<file path="config.mk">
export PLATFORM = sky130hd
export DESIGN_NAME = ppm_top
export DESIGN_NICKNAME = d
export VERILOG_FILES = /design/src/inc/ppm_pkg.sv /design/src/rtl/ppm_pulse_timer.sv /design/src/rtl/ppm_shadow.sv /design/src/rtl/ppm_top.sv
export VERILOG_INCLUDE_DIRS = /design/src /design/src/inc
export SDC_FILE = /design/constraint.sdc
export NUM_CORES = 1
export LEC_CHECK = 0
export BUFFER_PORTS_ARGS = -buffer_cell sky130_fd_sc_hd__buf_2
export CELL_PAD_IN_SITES_DETAIL_PLACEMENT = 0
export CELL_PAD_IN_SITES_GLOBAL_PLACEMENT = 1
export CORE_MARGIN = 2
export CORE_UTILIZATION = 45
export CTS_CLUSTER_DIAMETER = 80
export DETAILED_ROUTE_END_ITERATION = 6
export PLACE_DENSITY = 0.83
export RECOVER_POWER = 50
export SYNTH_ARGS = -nofsm -noshare
export SYNTH_HDL_FRONTEND = slang
export SYNTH_HIERARCHICAL = 1
export SYNTH_SLANG_ARGS = --single-unit
</file>
<file path="constraint.sdc">
create_clock -name ref_clk -period 5.6 [get_ports ref_clk]
set_clock_uncertainty 0.2 [all_clocks]
set_input_delay 0.28 -clock ref_clk [delete_from_list [all_inputs] [get_ports ref_clk]]
set_output_delay 0.28 -clock ref_clk [all_outputs]
set_load 0.01 [all_outputs]
</file>
<file path="src/inc/ppm_params.svh">
// Register offsets, field positions, reset values and timing figures of the power-mode block.
`ifndef PPM_PARAMS_SVH
`define PPM_PARAMS_SVH
`define PPM_REG_BASIC        5'h00
`define PPM_REG_DIGCTL       5'h10
`define PPM_REG_AFE0         5'h11
`define PPM_REG_AFE2         5'h13
`define PPM_REG_SLEEP        5'h14
`define PPM_REG_EXPCTL       5'h18
`define PPM_REG_PHYCTL2      5'h1f
`define PPM_BASIC_SWRST      15
`define PPM_BASIC_AN_EN      12
`define PPM_BASIC_PDOWN      11
`define PPM_DIG_PLL_OFF      4
`define PPM_AFE0_SLOW_OSC    6
`define PPM_AFE2_SLOW_OSC    0
`define PPM_SL_CPU_MODE      6
`define PPM_SL_ENTER         5
`define PPM_SL_SHADOW        4
`define PPM_SL_ENABLE        3
`define PPM_SL_EXT_TIME      1
`define PPM_SL_POLARITY      0
`define PPM_EXP_ENERGY_DETECT_POWER_DOWN_DIS     11
`define PPM_PC2_PSAVE        10
`define PPM_AFE2_KEEP_MASK   16'h0303
`define PPM_DEF_BASIC        16'h3000
`define PPM_DEF_DIGCTL       16'h0000
`define PPM_DEF_AFE0         16'h0000
`define PPM_DEF_AFE2         16'h0000
`define PPM_DEF_SLEEP        16'h0000
`define PPM_DEF_EXPCTL       16'h0800
`define PPM_DEF_PHYCTL2      16'h0000
`define PPM_CLK_PERIOD_NS    20
`define PPM_DEASSERT_NS      1000
`define PPM_DEASSERT_EXT_NS  50000
`define PPM_LP_NORMAL_NS     16000000
`define PPM_LP_ENERGY_DETECT_POWER_DOWN_NS       64000000
`define PPM_CYC_UP(ns)       (((ns) + `PPM_CLK_PERIOD_NS - 1) / `PPM_CLK_PERIOD_NS)
`define PPM_CYC_DN(ns)       ((ns) / `PPM_CLK_PERIOD_NS)
`endif

</file>
<file path="src/inc/ppm_pkg.sv">
// Types shared by the power-mode block and its submodules.
package ppm_pkg;
  typedef struct packed {
    logic        wr;
    logic        rd;
    logic [4:0]  addr;
    logic [15:0] wdata;
  } ppm_mgmt_req_t;

  typedef struct packed {
    logic rx_on;
    logic tx_on;
    logic energy_det_on;
    logic pll_on;
    logic mgmt_on;
    logic io_on;
    logic ref_clk_connect;
  } ppm_pwr_ctl_t;

  typedef enum logic [0:0] {
    ST_RUN,
    ST_SLEEP
  } ppm_state_t;
endpackage : ppm_pkg

</file>
<file path="src/rtl/ppm_pulse_timer.sv">
// Free-running link pulse interval timer with two selectable periods.
`timescale 1ns/1ps
module ppm_pulse_timer (
  input  wire logic        ref_clk,
  input  wire logic        rst_b,
  input  wire logic        long_sel,
  input  wire logic [23:0] short_cyc,
  input  wire logic [23:0] long_cyc,
  output logic             tick
);
  logic [23:0] count;
  logic [23:0] limit;

  assign limit = long_sel ? long_cyc : short_cyc;

  // A shortened period takes effect at once because the compare is not exact.
  always_ff @(posedge ref_clk)
    if (!rst_b)
    begin
      count <= 24'h000000;
      tick  <= 1'b0;
    end
    else if (count >= limit - 24'h000001)
    begin
      count <= 24'h000000;
      tick  <= 1'b1;
    end
    else
    begin
      count <= count + 24'h000001;
      tick  <= 1'b0;
    end
endmodule : ppm_pulse_timer

</file>
<file path="src/rtl/ppm_shadow.sv">
// Always-on copies of the sleep control word and the kept oscillator/AFE bits.
`timescale 1ns/1ps
`include "ppm_params.svh"
module ppm_shadow (
  input  wire logic        ref_clk,
  input  wire logic        rst_b,
  input  wire logic        wr_sleep,
  input  wire logic        wr_afe2,
  input  wire logic [15:0] wdata,
  output logic      [15:0] sh_sleep,
  output logic      [15:0] sh_afe2
);
  import ppm_pkg::*;

  // Only a hardware reset clears these; the core supply going away does not.
  always_ff @(posedge ref_clk)
    if (!rst_b)
      sh_sleep <= `PPM_DEF_SLEEP;
    else if (wr_sleep)
      sh_sleep <= wdata;

  always_ff @(posedge ref_clk)
    if (!rst_b)
      sh_afe2 <= `PPM_DEF_AFE2;
    else if (wr_afe2)
      sh_afe2 <= wdata & `PPM_AFE2_KEEP_MASK;
endmodule : ppm_shadow

</file>
<file path="src/rtl/ppm_top.sv">
// Power-mode control of the transceiver: saving modes, power down and ultra-deep sleep.
//
// Function
// Power saving enabled by 1Fh[10], active only with auto-negotiation on and no link.
// Power saving leaves only transmitter, energy detector and PLL running; off after reset.
// Energy-detect power down enabled by 18h[11]=0, needs auto-negotiation and no link.
// With 10h[4] set during energy-detect power down the PLL is also off.
// Energy-detect power down keeps sending link pulses at a longer interval.
// 0h[11] disables everything but management; clearing it resumes operation.
// 11h[6] disconnects the reference clock input and selects the slow oscillator.
// Host leaves slow oscillator power down: clear 11h[6], clear 0h[11], then reset.
// Ultra-deep sleep keeps only detector and indicator; hardware reset exits it.
// Always-on copies of 14h and 13h bits change only with 14h[4] set.
// Indicator asserts with energy on either pair, deasserts when energy is gone.
// 14h: bit6 method, bit5 manual entry, bit3 enable, bit1 timing, bit0 polarity.
// Host sets shadow access with sleep enable; it also covers 13h[9:8] and [1:0].
// Indicator is driven high from power-on until the host enables it.
// Host writes 0x0058 to 14h to choose CPU-controlled sleep.
// Under CPU control host sets 14h[5] on deassertion; device then sleeps.
// Core powered and 13h[0] set keep management access; writing 14h ends sleep.
// Host writes 0x001A or 0x0018 to 14h to choose automatic sleep.
// Host sets extended timing in automatic mode except one forced 100 Mbps case.
// Automatic mode sleeps and deasserts on signal loss, wakes on signal return.
// 14h and 13h kept bits survive sleep but return to defaults on hardware reset.
`timescale 1ns/1ps
`include "ppm_params.svh"
module ppm_top #(
  parameter logic [23:0] LP_NORMAL_CYC  = 24'(`PPM_CYC_DN(`PPM_LP_NORMAL_NS)),
  parameter logic [23:0] LP_ENERGY_DETECT_POWER_DOWN_CYC    = 24'(`PPM_CYC_DN(`PPM_LP_ENERGY_DETECT_POWER_DOWN_NS))
) (
  input  wire logic                   ref_clk,
  input  wire logic                   rst_b,
  input  wire ppm_pkg::ppm_mgmt_req_t mgmt_req,
  input  wire logic                   link_up,
  input  wire logic                   energy_a,
  input  wire logic                   energy_b,
  input  wire logic                   core_supply_on,
  output logic                 [15:0] mgmt_rdata,
  output logic                        mgmt_rvalid,
  output ppm_pkg::ppm_pwr_ctl_t       pwr,
  output logic                        line_energy_indicator,
  output logic                        link_pulse,
  output logic                        soft_reset,
  output logic                        sleep_active
);
  import ppm_pkg::*;

  localparam logic [11:0] DEASSERT_CYC = 12'(`PPM_CYC_UP(`PPM_DEASSERT_NS));
  localparam logic [11:0] DEASSERT_EXT_CYC = 12'(`PPM_CYC_UP(`PPM_DEASSERT_EXT_NS));

  function automatic logic reg_hit(input ppm_mgmt_req_t r, input logic [4:0] a);
    return r.addr == a;
  endfunction : reg_hit

  ppm_state_t   state;
  ppm_pwr_ctl_t next_pwr;
  logic [15:0]  basic;
  logic [15:0]  digctl;
  logic [15:0]  afe0;
  logic [15:0]  afe2;
  logic [15:0]  sleep_ctl;
  logic [15:0]  expctl;
  logic [15:0]  phyctl2;
  logic [15:0]  sh_sleep;
  logic [15:0]  sh_afe2;
  logic [15:0]  next_rdata;
  logic [11:0]  quiet_cnt;
  logic [11:0]  quiet_limit;
  logic         keep_access;
  logic         acc_ok;
  logic         wr;
  logic         wr_sleep;
  logic         energy;
  logic         detect;
  logic         an_nolink;
  logic         psave;
  logic         energy_detect_power_down;
  logic         lp_tick;
  logic         cpu_mode;
  logic         sleep_en;

  // Management reaches the registers only while the core is up, and in sleep only
  // when the slow oscillator keeps the register file clocked.
  assign keep_access = afe2[`PPM_AFE2_SLOW_OSC];
  assign acc_ok      = core_supply_on && (state == ST_RUN || keep_access);
  assign wr          = mgmt_req.wr && acc_ok;
  assign wr_sleep    = wr && reg_hit(mgmt_req, `PPM_REG_SLEEP);
  assign cpu_mode    = sleep_ctl[`PPM_SL_CPU_MODE];
  assign sleep_en    = sleep_ctl[`PPM_SL_ENABLE];
  assign energy      = energy_a || energy_b;
  assign an_nolink   = basic[`PPM_BASIC_AN_EN] && !link_up;
  assign psave       = phyctl2[`PPM_PC2_PSAVE] && an_nolink;
  assign energy_detect_power_down        = !expctl[`PPM_EXP_ENERGY_DETECT_POWER_DOWN_DIS] && an_nolink;

  // Volatile registers are lost with the core supply; the kept bits come back
  // from the always-on copies so that the sleep setup survives.
  always_ff @(posedge ref_clk)
    if (!rst_b || !core_supply_on || soft_reset)
      basic <= `PPM_DEF_BASIC;
    else if (wr && reg_hit(mgmt_req, `PPM_REG_BASIC))
      basic <= mgmt_req.wdata & ~(16'h0001 << `PPM_BASIC_SWRST);

  always_ff @(posedge ref_clk)
    if (!rst_b || !core_supply_on || soft_reset)
      digctl <= `PPM_DEF_DIGCTL;
    else if (wr && reg_hit(mgmt_req, `PPM_REG_DIGCTL))
      digctl <= mgmt_req.wdata;

  always_ff @(posedge ref_clk)
    if (!rst_b || !core_supply_on || soft_reset)
      afe0 <= `PPM_DEF_AFE0;
    else if (wr && reg_hit(mgmt_req, `PPM_REG_AFE0))
      afe0 <= mgmt_req.wdata;

  always_ff @(posedge ref_clk)
    if (!rst_b || !core_supply_on || soft_reset)
      expctl <= `PPM_DEF_EXPCTL;
    else if (wr && reg_hit(mgmt_req, `PPM_REG_EXPCTL))
      expctl <= mgmt_req.wdata;

  always_ff @(posedge ref_clk)
    if (!rst_b || !core_supply_on || soft_reset)
      phyctl2 <= `PPM_DEF_PHYCTL2;
    else if (wr && reg_hit(mgmt_req, `PPM_REG_PHYCTL2))
      phyctl2 <= mgmt_req.wdata;

  always_ff @(posedge ref_clk)
    if (!rst_b)
      sleep_ctl <= `PPM_DEF_SLEEP;
    else if (!core_supply_on)
      sleep_ctl <= sh_sleep;
    else if (wr_sleep)
      sleep_ctl <= mgmt_req.wdata;

  always_ff @(posedge ref_clk)
    if (!rst_b)
      afe2 <= `PPM_DEF_AFE2;
    else if (!core_supply_on)
      afe2 <= sh_afe2;
    else if (wr && reg_hit(mgmt_req, `PPM_REG_AFE2))
      afe2 <= mgmt_req.wdata;

  // The access bit may arrive in the same write that sets it, so a single write
  // of the documented init word reaches the always-on copy.
  ppm_shadow u_shadow (
    .ref_clk  (ref_clk),
    .rst_b    (rst_b),
    .wr_sleep (wr_sleep && (mgmt_req.wdata[`PPM_SL_SHADOW] || sleep_ctl[`PPM_SL_SHADOW])),
    .wr_afe2  (wr && reg_hit(mgmt_req, `PPM_REG_AFE2) && sleep_ctl[`PPM_SL_SHADOW]),
    .wdata    (mgmt_req.wdata),
    .sh_sleep (sh_sleep),
    .sh_afe2  (sh_afe2)
  );

  always_ff @(posedge ref_clk)
    if (!rst_b)
      soft_reset <= 1'b0;
    else
      soft_reset <= wr && reg_hit(mgmt_req, `PPM_REG_BASIC) && mgmt_req.wdata[`PPM_BASIC_SWRST];

  // Energy detect: assertion is immediate, deassertion waits for a quiet period
  // so that gaps between link pulses do not drop the indicator.
  assign quiet_limit = sleep_ctl[`PPM_SL_EXT_TIME] ? DEASSERT_EXT_CYC : DEASSERT_CYC;

  always_ff @(posedge ref_clk)
    if (!rst_b)
    begin
      detect    <= 1'b0;
      quiet_cnt <= 12'h000;
    end
    else if (energy)
    begin
      detect    <= 1'b1;
      quiet_cnt <= 12'h000;
    end
    else if (detect && quiet_cnt >= quiet_limit - 12'h001)
    begin
      detect    <= 1'b0;
      quiet_cnt <= 12'h000;
    end
    else if (detect)
      quiet_cnt <= quiet_cnt + 12'h001;

  always_ff @(posedge ref_clk)
    if (!rst_b)
      line_energy_indicator <= 1'b1;
    else if (!sleep_en)
      line_energy_indicator <= 1'b1;
    else
      line_energy_indicator <= detect ^ sleep_ctl[`PPM_SL_POLARITY];

  // CPU-controlled sleep entry is taken from the write event, so a manual entry bit left at one
  // does not put the device straight back to sleep after a wake-up write.
  always_ff @(posedge ref_clk)
    if (!rst_b)
      state <= ST_RUN;
    else
      case (state)
        ST_RUN:
          if (sleep_en && cpu_mode && wr_sleep && mgmt_req.wdata[`PPM_SL_ENTER])
            state <= ST_SLEEP;
          else if (sleep_en && !cpu_mode && !detect)
            state <= ST_SLEEP;
        ST_SLEEP:
          if (!cpu_mode && detect)
            state <= ST_RUN;
          else if (cpu_mode && wr_sleep)
            state <= ST_RUN;
        default:
          state <= ST_RUN;
      endcase

  always_comb
  begin
    next_pwr.io_on           = state == ST_RUN;
    next_pwr.mgmt_on         = state == ST_RUN || (keep_access && core_supply_on);
    next_pwr.tx_on           = state == ST_RUN && !basic[`PPM_BASIC_PDOWN];
    next_pwr.energy_det_on   = next_pwr.tx_on;
    next_pwr.pll_on          = next_pwr.tx_on && !(energy_detect_power_down && digctl[`PPM_DIG_PLL_OFF]);
    next_pwr.rx_on           = next_pwr.tx_on && !psave && !energy_detect_power_down;
    next_pwr.ref_clk_connect = !afe0[`PPM_AFE0_SLOW_OSC] && !(state == ST_SLEEP && keep_access);
  end

  always_ff @(posedge ref_clk)
    if (!rst_b)
      pwr <= '0;
    else
      pwr <= next_pwr;

  always_ff @(posedge ref_clk)
    if (!rst_b)
      sleep_active <= 1'b0;
    else
      sleep_active <= state == ST_SLEEP;

  ppm_pulse_timer u_lp_timer (
    .ref_clk   (ref_clk),
    .rst_b     (rst_b),
    .long_sel  (energy_detect_power_down),
    .short_cyc (LP_NORMAL_CYC),
    .long_cyc  (LP_ENERGY_DETECT_POWER_DOWN_CYC),
    .tick      (lp_tick)
  );

  always_ff @(posedge ref_clk)
    if (!rst_b)
      link_pulse <= 1'b0;
    else
      link_pulse <= lp_tick && next_pwr.tx_on && !link_up;

  always_comb
  begin
    case (mgmt_req.addr)
      `PPM_REG_BASIC:   next_rdata = basic;
      `PPM_REG_DIGCTL:  next_rdata = digctl;
      `PPM_REG_AFE0:    next_rdata = afe0;
      `PPM_REG_AFE2:    next_rdata = afe2;
      `PPM_REG_SLEEP:   next_rdata = sleep_ctl;
      `PPM_REG_EXPCTL:  next_rdata = expctl;
      `PPM_REG_PHYCTL2: next_rdata = phyctl2;
      default:          next_rdata = 16'h0000;
    endcase
  end

  always_ff @(posedge ref_clk)
    if (!rst_b)
    begin
      mgmt_rdata  <= 16'h0000;
      mgmt_rvalid <= 1'b0;
    end
    else
    begin
      mgmt_rdata  <= (mgmt_req.rd && acc_ok) ? next_rdata : 16'h0000;
      mgmt_rvalid <= mgmt_req.rd && acc_ok;
    end

  // Cycles since the last interval tick, and whether that whole span ran in
  // energy-detect power down; a mode change mid-span leaves the gap undefined.
  logic [23:0] tick_gap;
  logic        long_span;

  always_ff @(posedge ref_clk)
    if (!rst_b || lp_tick)
      tick_gap <= 24'h000001;
    else
      tick_gap <= tick_gap + 24'h000001;

  always_ff @(posedge ref_clk)
    if (!rst_b)
      long_span <= 1'b0;
    else if (lp_tick)
      long_span <= energy_detect_power_down;
    else if (!energy_detect_power_down)
      long_span <= 1'b0;
endmodule : ppm_top
</file>
==> results of run 1 <==
-- per-layer routing --
| layer | part of all wire | wire, um | GRT usage | vias to the layer above |
|---|---|---|---|---|
| met5 | 0.00081 | 22 | 0 | - |
| met4 | 0.024 | 657 | 0.0743 | 4 |
| met3 | 0.056 | 1520 | 0.0428 | 48 |
| met2 | 0.44 | 11800 | 0.350 | 233 |
| met1 | 0.48 | 13100 | 0.320 | 4001 |
| li1 | - | - | - | 4248 |
-- cell type report --
class	count	area (sq um)	share of cell area
clock buffers	20	447	0.0376
clock inverters	12	143	0.0120
inverters	23	86.3	0.00727
multi-input cells	962	6370	0.537
flip-flops and latches	197	3940	0.332
well taps	285	357	0.0300
repair buffers	90	523	0.0441
-- repair_timing --
item                      in CTS  in global routing
hold endpoints to repair      25                  0
gates resized for setup        0                  0
hold buffers                  17                  0
-- critical path, delay by kind of cell --
kind,cells,cell delay (ps)
compound gates,4,1500
xor+xnor,1,210
fa+ha+maj,1,250
buf+inv,3,1160
simple gates,5,1280
-- stage by stage --
stage / power [uW] / worst slack [ps] / cell area, sq um / instances
floorplan: 1630 / 2190 / 10900 / 1273
global placement: 1690 / 1240 / 11200 / 1540
finish: 2930 / 1040 / 11900 / 1589
detailed placement: 1690 / 1090 / 11200 / 1540
CTS: 2950 / 1010 / 11900 / 1589
global route: 3030 / 533 / 11900 / 1589
-- kinds of logic after synthesis --
group,Yosys count,share of synthesized area
AND/OR/NAND/NOR,429,0.220
flip-flops,197,0.379
AO/OA/AOI/OAI,163,0.113
multiplexers,149,0.146
adder cells (fa/ha/maj),34,0.0408
other,3,0.00108
XOR/XNOR,52,0.0437
buffers and inverters,114,0.0566
-- worst max path at each step --
| stage | cells past startpoint | slack, ps | endpoint |
|---|---|---|---|
| 6_report | 14 | 1040 | u_lp_timer/count[23] |
| 5_1_grt | 14 | 530 | u_lp_timer/count[6] |
| 4_1_cts | 14 | 1010 | u_lp_timer/count[23] |
| 3_5_place_dp | 13 | 1090 | u_lp_timer/count[23] |
| 3_3_place_gp | 13 | 1240 | u_lp_timer/count[21] |
| 2_1_floorplan | 13 | 2190 | u_lp_timer/count[11] |
-- cells in the final DEF, fill, tap and decap left out, types with 32 or more instances in the layout --
| cell type | n |
|---|---|
| conb_1 | 135 |
| a211oi_1 | 53 |
| nor2_1 | 148 |
| a21oi_1 | 38 |
| ha_1 | 34 |
| nand3_1 | 35 |
| mux2i_1 | 143 |
| xor2_1 | 32 |
| nand2_1 | 66 |
| clkbuf_1 | 36 |
| dfxtp_1 | 197 |
-- power breakdown --
group	internal, uW	switching, uW
Combinational	79.7	158
Clock	680	574
Sequential	1420	18.2
-- state kept, by name, summed over array words and instances (netlist names), 4 cells and up --
signal,count
basic,15
u_shadow/sh_afe2,4
afe0,16
u_lp_timer/count,24
quiet_cnt,12
u_shadow/sh_sleep,16
digctl,16
mgmt_rdata,16
phyctl2,16
afe2,16
expctl,16
sleep_ctl,16
pwr,6
==> results by group, run 1 <==
Status
  • Status: finished, violations left
  • Failing checks: max-capacitance violations, max-slew violations

Worst setup path
  • CP arrival: 4720 ps
  • R2r worst-path depth: 12
  • Slowest CP cell: o2111ai_2
  • Setup crit end kind: flop
  • Worst r2r dst: u_lp_timer/count[23]
  • Worst path cell trace: dlygate4sd3_1 > buf_2 > nor3b_2 > buf_4 > nor3b_1 > o221ai_1 > nor3b_1 > xor2_1 > ha_1 > and2_0 > a221o_1 > a22oi_1 > o2111ai_2 > nor2_1
  • Crit path launch type: input pin
  • Setup CP Type: input pin to flop
  • Reg2Reg Setup Slack: 1130 ps
  • Crit Path Max Fanout: 46
  • Worst endpoint required time: 5760 ps
  • Most Frequent Cell on Critical Path: nor3b_1
  • Max stage delay on crit path: 590 ps
  • Worst r2r src: basic[12]
  • Crit. Startpoint: link_up

Yosys
  • Synth cell count leaders: 197 x dfxtp_1, 149 x nor2_1, 143 x mux2i_1, 66 x nand2_1, 53 x a211oi_1
  • Ys Warns: 6
  • EDFF count, synth: 0
  • Post-synthesis sequential area ratio: 0.379
  • Yosys reg bits: 197
  • Async set-or-reset flop fraction in the synthesized netlist: 0
  • Synth Instances: 1141
  • Top FF cell, synth: dfxtp_1
  • Post-synth top area share: 0.379
  • Area contributors post-synth: dfxtp_1 38%, mux2i_1 14%, nor2_1 5.4%
  • Synth area leader: dfxtp_1
  • Count of unique library cells instantiated by Yosys: 80
  • Synth Area per Inst: 9.13 sq um
  • Count leader, synth: dfxtp_1
  • Synth Cell Area: 10400 sq um

Worst hold path
  • Hold path endpoint: soft_reset
  • Worst Hold Depth: 2
  • Min-Delay Startpoint: mgmt_req[15]
  • HP Class: input pin to flop

Route
  • Vias: 8534
  • Avg WL per Cell: 17.1 um
  • Vias per std cell: 5.37
  • Drt pass-1 iters: 5
  • WL final: 27.1 mm
  • Detail Route Antenna Nets: 0
  • DRC viols: 0
  • Initial drt markers: 556

STA
  • Final TNS setup: 0 ps
  • FMAX: 219 MHz
  • Minimum clock period: 4560 ps
  • Endpoints failing hold: 0
  • Slew headroom: -1.40
  • Fin crit share: 0.815
  • Worst hold slack: 24.2 ps
  • RSZ-0062 raised after global routing: false
  • Final Max Slew Viols: 152
  • Final setup fails: 0
  • Slew at the pin closest to its max-slew limit: 3610 ps

Floorplanning
  • Die area: 24400 sq um
  • I/O pins: 57
  • Rows: 55
  • Die width: 156 um
  • Starting Density: 0.459
  • Die height: 156 um
  • Core area: 22700 sq um

GRT
  • First-pass GRT wire length: 43.1 mm
  • Total track usage: 0.227
  • Overflow after GRT: 0
  • Largest net degree at the start of global routing: 77
  • Antenna violations before repair: 2
  • Vias in the first global route: 7958

Cells and area
  • Post-layout util: 0.523
  • Nets: 1354
  • Fill count: 2161
  • Diode count: 0
  • Area grow syn2layout: 14.0%
  • Share of cells above drive strength 1: 0.0790

Clock tree
  • CTS tree: done
  • CTS sink count: 197
  • H-tree lvl count: 4
  • Maximum clock path buffer count: 2
  • # Post-CTS Setup Buffers: 0
  • Skew-Pair Late Insertion Delay: 440 ps
  • Clock Pin Slew Worst Setup and Hold Paths: 70 ps
  • Root Buffer Master: clkbuf_16
  • Num CTS Buffers: 17

Place
  • DP HPWL: 17.6 mm
  • # port buffers: 56
  • GPL Wtd Cong: 0.770

Pwr
  • Power per standard cell area: 247 nW/um^2
  • Leakage power: 0.00442 uW
  • Peak supply drop: 0.163 mV

Run
  • Max-capacitance violation count: 4
Power figures use the tool's default switching activity.
==> run 2, diff against run 1 <==
--- a/config.mk
+++ b/config.mk
@@ -6,14 +6,15 @@
 export SDC_FILE = /design/constraint.sdc
 export NUM_CORES = 1
 export LEC_CHECK = 0
+export ABC_AREA = 1
 export BUFFER_PORTS_ARGS = -buffer_cell sky130_fd_sc_hd__buf_2
 export CELL_PAD_IN_SITES_DETAIL_PLACEMENT = 0
 export CELL_PAD_IN_SITES_GLOBAL_PLACEMENT = 1
 export CORE_MARGIN = 2
-export CORE_UTILIZATION = 45
+export CORE_UTILIZATION = 44
 export CTS_CLUSTER_DIAMETER = 80
 export DETAILED_ROUTE_END_ITERATION = 6
-export PLACE_DENSITY = 0.83
+export PLACE_DENSITY = 0.87
 export RECOVER_POWER = 50
 export SYNTH_ARGS = -nofsm -noshare
 export SYNTH_HDL_FRONTEND = slang
==> constraint.sdc (replaced) <==
create_clock -name ref_clk -period 4.75 [get_ports ref_clk]
set_clock_uncertainty 0.2 [all_clocks]
set_input_delay 0.2375 -clock ref_clk [delete_from_list [all_inputs] [get_ports ref_clk]]
set_output_delay 0.2375 -clock ref_clk [all_outputs]
set_load 0.01 [all_outputs]
==> run 2 against run 1 <==
Effect of this change: the flow still finishes with violations (max-capacitance violations, max-slew violations); register-to-register slack got worse by 120 ps; synthesized area rose by 3.7%; global-route usage rose by 0.33 points; highest routed layer is now met4.
==> results by group, run 2 <==
Status
  • Status: finished, violations left
  • Failing checks: max-capacitance violations, max-slew violations

Worst setup path
  • Crit Path Max Fanout: 30
  • R2r worst-path depth: 8
  • Crit path launch type: input pin
  • Worst Setup EP: pwr[3]
  • Crit. Startpoint: rst_b
  • Setup CP Type: input pin to flop
  • Slowest CP cell: clkbuf_1
  • Worst endpoint required time: 4890 ps
  • CP arrival: 4150 ps
  • Worst path cell trace: dlygate4sd3_1 > clkbuf_1 > clkbuf_1 > inv_1 > clkbuf_1 > nor2_1 > inv_1 > nor2_1 > inv_1 > a21oi_1
  • Setup crit end kind: flop
  • Max stage delay on crit path: 780 ps
  • Worst r2r src: afe2[0]
  • Reg2Reg Setup Slack: 1010 ps
  • Worst r2r dst: afe2[11]

Yosys
  • Synth Area per Inst: 6.60 sq um
  • Synth Instances: 1637
  • Post-synth top area share: 0.365
  • Synth Cell Area: 10800 sq um
  • Yosys reg bits: 197
  • Async set-or-reset flop fraction in the synthesized netlist: 0
  • Post-synthesis sequential area ratio: 0.365
  • Count leader, synth: nand2_1
  • Synth cell count leaders: 458 x nand2_1, 226 x nor2_1, 197 x dfxtp_1, 191 x inv_1, 130 x a21oi_1
  • Synth area leader: dfxtp_1
  • Area contributors post-synth: dfxtp_1 36%, nand2_1 16%, nor2_1 7.8%
  • Top FF cell, synth: dfxtp_1
  • Count of unique library cells instantiated by Yosys: 44
  • EDFF count, synth: 0
  • Ys Warns: 6

Route
  • WL final: 29.0 mm
  • DRC viols: 0
  • Met3 wire len: 1.31 mm
  • Drt pass-1 iters: 5
  • WL met1: 13.0 mm
  • Initial drt markers: 649
  • Max layer used: met4
  • Vias: 9900
  • Vias per std cell: 4.79
  • Avg WL per Cell: 14.0 um
  • DR WL met2: 13.9 mm
  • Detail Route Antenna Nets: 0

Cells and area
  • Most frequent cells in the layout: 459 x nand2_1, 227 x nor2_1, 197 x dfxtp_1
  • Share of cells above drive strength 1: 0.0735
  • Area grow syn2layout: 12.5%
  • Reg with most FFs: u_lp_timer/count
  • Max reg flops: 24
  • Most common cell after layout, fill and taps aside: nand2_1
  • Fin cells: 2066
  • Nets: 1792
  • Diode count: 0

Clock tree
  • Num CTS Buffers: 17
  • Clock Pin Slew Worst Setup and Hold Paths: 80 ps
  • H-tree lvl count: 4
  • # Post-CTS Setup Buffers: 0
  • CTS tree: done
  • CTS sink count: 197
  • Maximum clock path buffer count: 2
  • Skew-Pair Late Insertion Delay: 450 ps
  • Root Buffer Master: clkbuf_16

Place
  • Placed Cells: 2013
  • GPL Wtd Cong: 0.863
  • # port buffers: 56
  • DP HPWL: 20.5 mm

Floorplanning
  • Core area: 24200 sq um
  • Rows: 57
  • Die height: 161 um
  • I/O pins: 57
  • Die width: 161 um
  • Die area: 25800 sq um
  • Starting Density: 0.446

Run
  • Max-capacitance violation count: 1

GRT
  • Antenna violations before repair: 0
  • Largest net degree at the start of global routing: 43
  • Vias in the first global route: 9217
  • Overflow after GRT: 0
  • First-pass GRT wire length: 47.2 mm
  • Total track usage: 0.230

STA
  • Final Max Slew Viols: 31
  • Fin crit share: 0.843
  • Endpoints failing hold: 0
  • FMAX: 250 MHz
  • Final setup fails: 0
  • Final TNS setup: 0 ps
  • Slew at the pin closest to its max-slew limit: 1700 ps
  • Slew headroom: -0.132
  • Minimum clock period: 4000 ps
  • RSZ-0062 raised after global routing: false

Pwr
  • Leakage power: 0.00551 uW
  • Peak supply drop: 0.194 mV
  • Power per standard cell area: 291 nW/um^2

Worst hold path
  • Worst Hold Depth: 4
  • HP Class: input pin to flop
[run 2: changes by cell type in the layout (fill, tap and decap cells not counted), sizes merged, moves of 52 or more]
cell    previous run  this run
inv               27       209
mux2i            145         2
o21ai              9       116
nand2             66       478
a211oi            53         1
nor2             150       253
a21oi             38       130
conb             135        66
[run 2: how the worst min path moves through the flow]
stage | startpoint | to
after detailed placement | basic[7] | basic[7]
after global routing | mgmt_req[22] | phyctl2[11]
after CTS | mgmt_req[19] | mgmt_rdata[6]
after floorplan | mgmt_req[12] | basic[12]
final | mgmt_req[22] | phyctl2[11]
after global placement | basic[7] | basic[7]
[run 2: metal layers]
metal | vias to the layer above | track usage
li1 | 5223 | -
met1 | 4391 | 0.292
met2 | 240 | 0.399
met3 | 46 | 0.0323
met4 | 0 | 0.0836
met5 | - | 0
[run 2: final cells by class]
cell class | instances | area, sq um
Fill cell | 2546 | 12100
Inverter | 204 | 774
Multi-Input combinational cell | 1222 | 5860
Tap cell | 324 | 405
Sequential cell | 197 | 3940
Timing Repair Buffer | 87 | 520
Clock inverter | 15 | 229
Clock buffer | 17 | 425
[run 2: through the flow]
step,utilization,setup WS (ps),hold slack [ps],instance area (sq um),power [uW]
after floorplan,-,1780,160,11000,1920
after global placement,0.469,1480,240,11400,1990
after detailed placement,0.469,1450,246,11400,1990
after CTS,0.505,1340,74.1,12200,3570
after global routing,0.501,573,72.4,12200,3680
final,0.501,745,75.7,12200,3540
[run 2: report_power, final]
part	switching, uW	leakage [uW]	internal, uW
Combinational	197	0.00360	87.7
Clock	819	0.000313	749
Sequential	14.6	0.00159	1670
[run 2: timing repair]
action,CTS,global route
hold buffers,21,0
gates resized for setup,0,0
setup endpoints to repair,0,0
hold endpoints to repair,81,0
[run 2: cell families after synthesis]
family / count (synthesis) / share of synthesized area
and+or+nand+nor: 821 / 0.324
other: 3 / 0.00104
DFF: 197 / 0.365
buffers and inverters: 281 / 0.113
AOI/OAI and AO/OA: 260 / 0.124
xor gates and xnor gates: 39 / 0.0316
adders and majority gates: 34 / 0.0394
muxes: 2 / 0.00185
[run 2: worst max-delay path, delay by kind of cell]
family	cells	cell delay, ps
buffers and inverters	7	2990
AND/OR/NAND/NOR	2	670
AO/OA/AOI/OAI	1	240
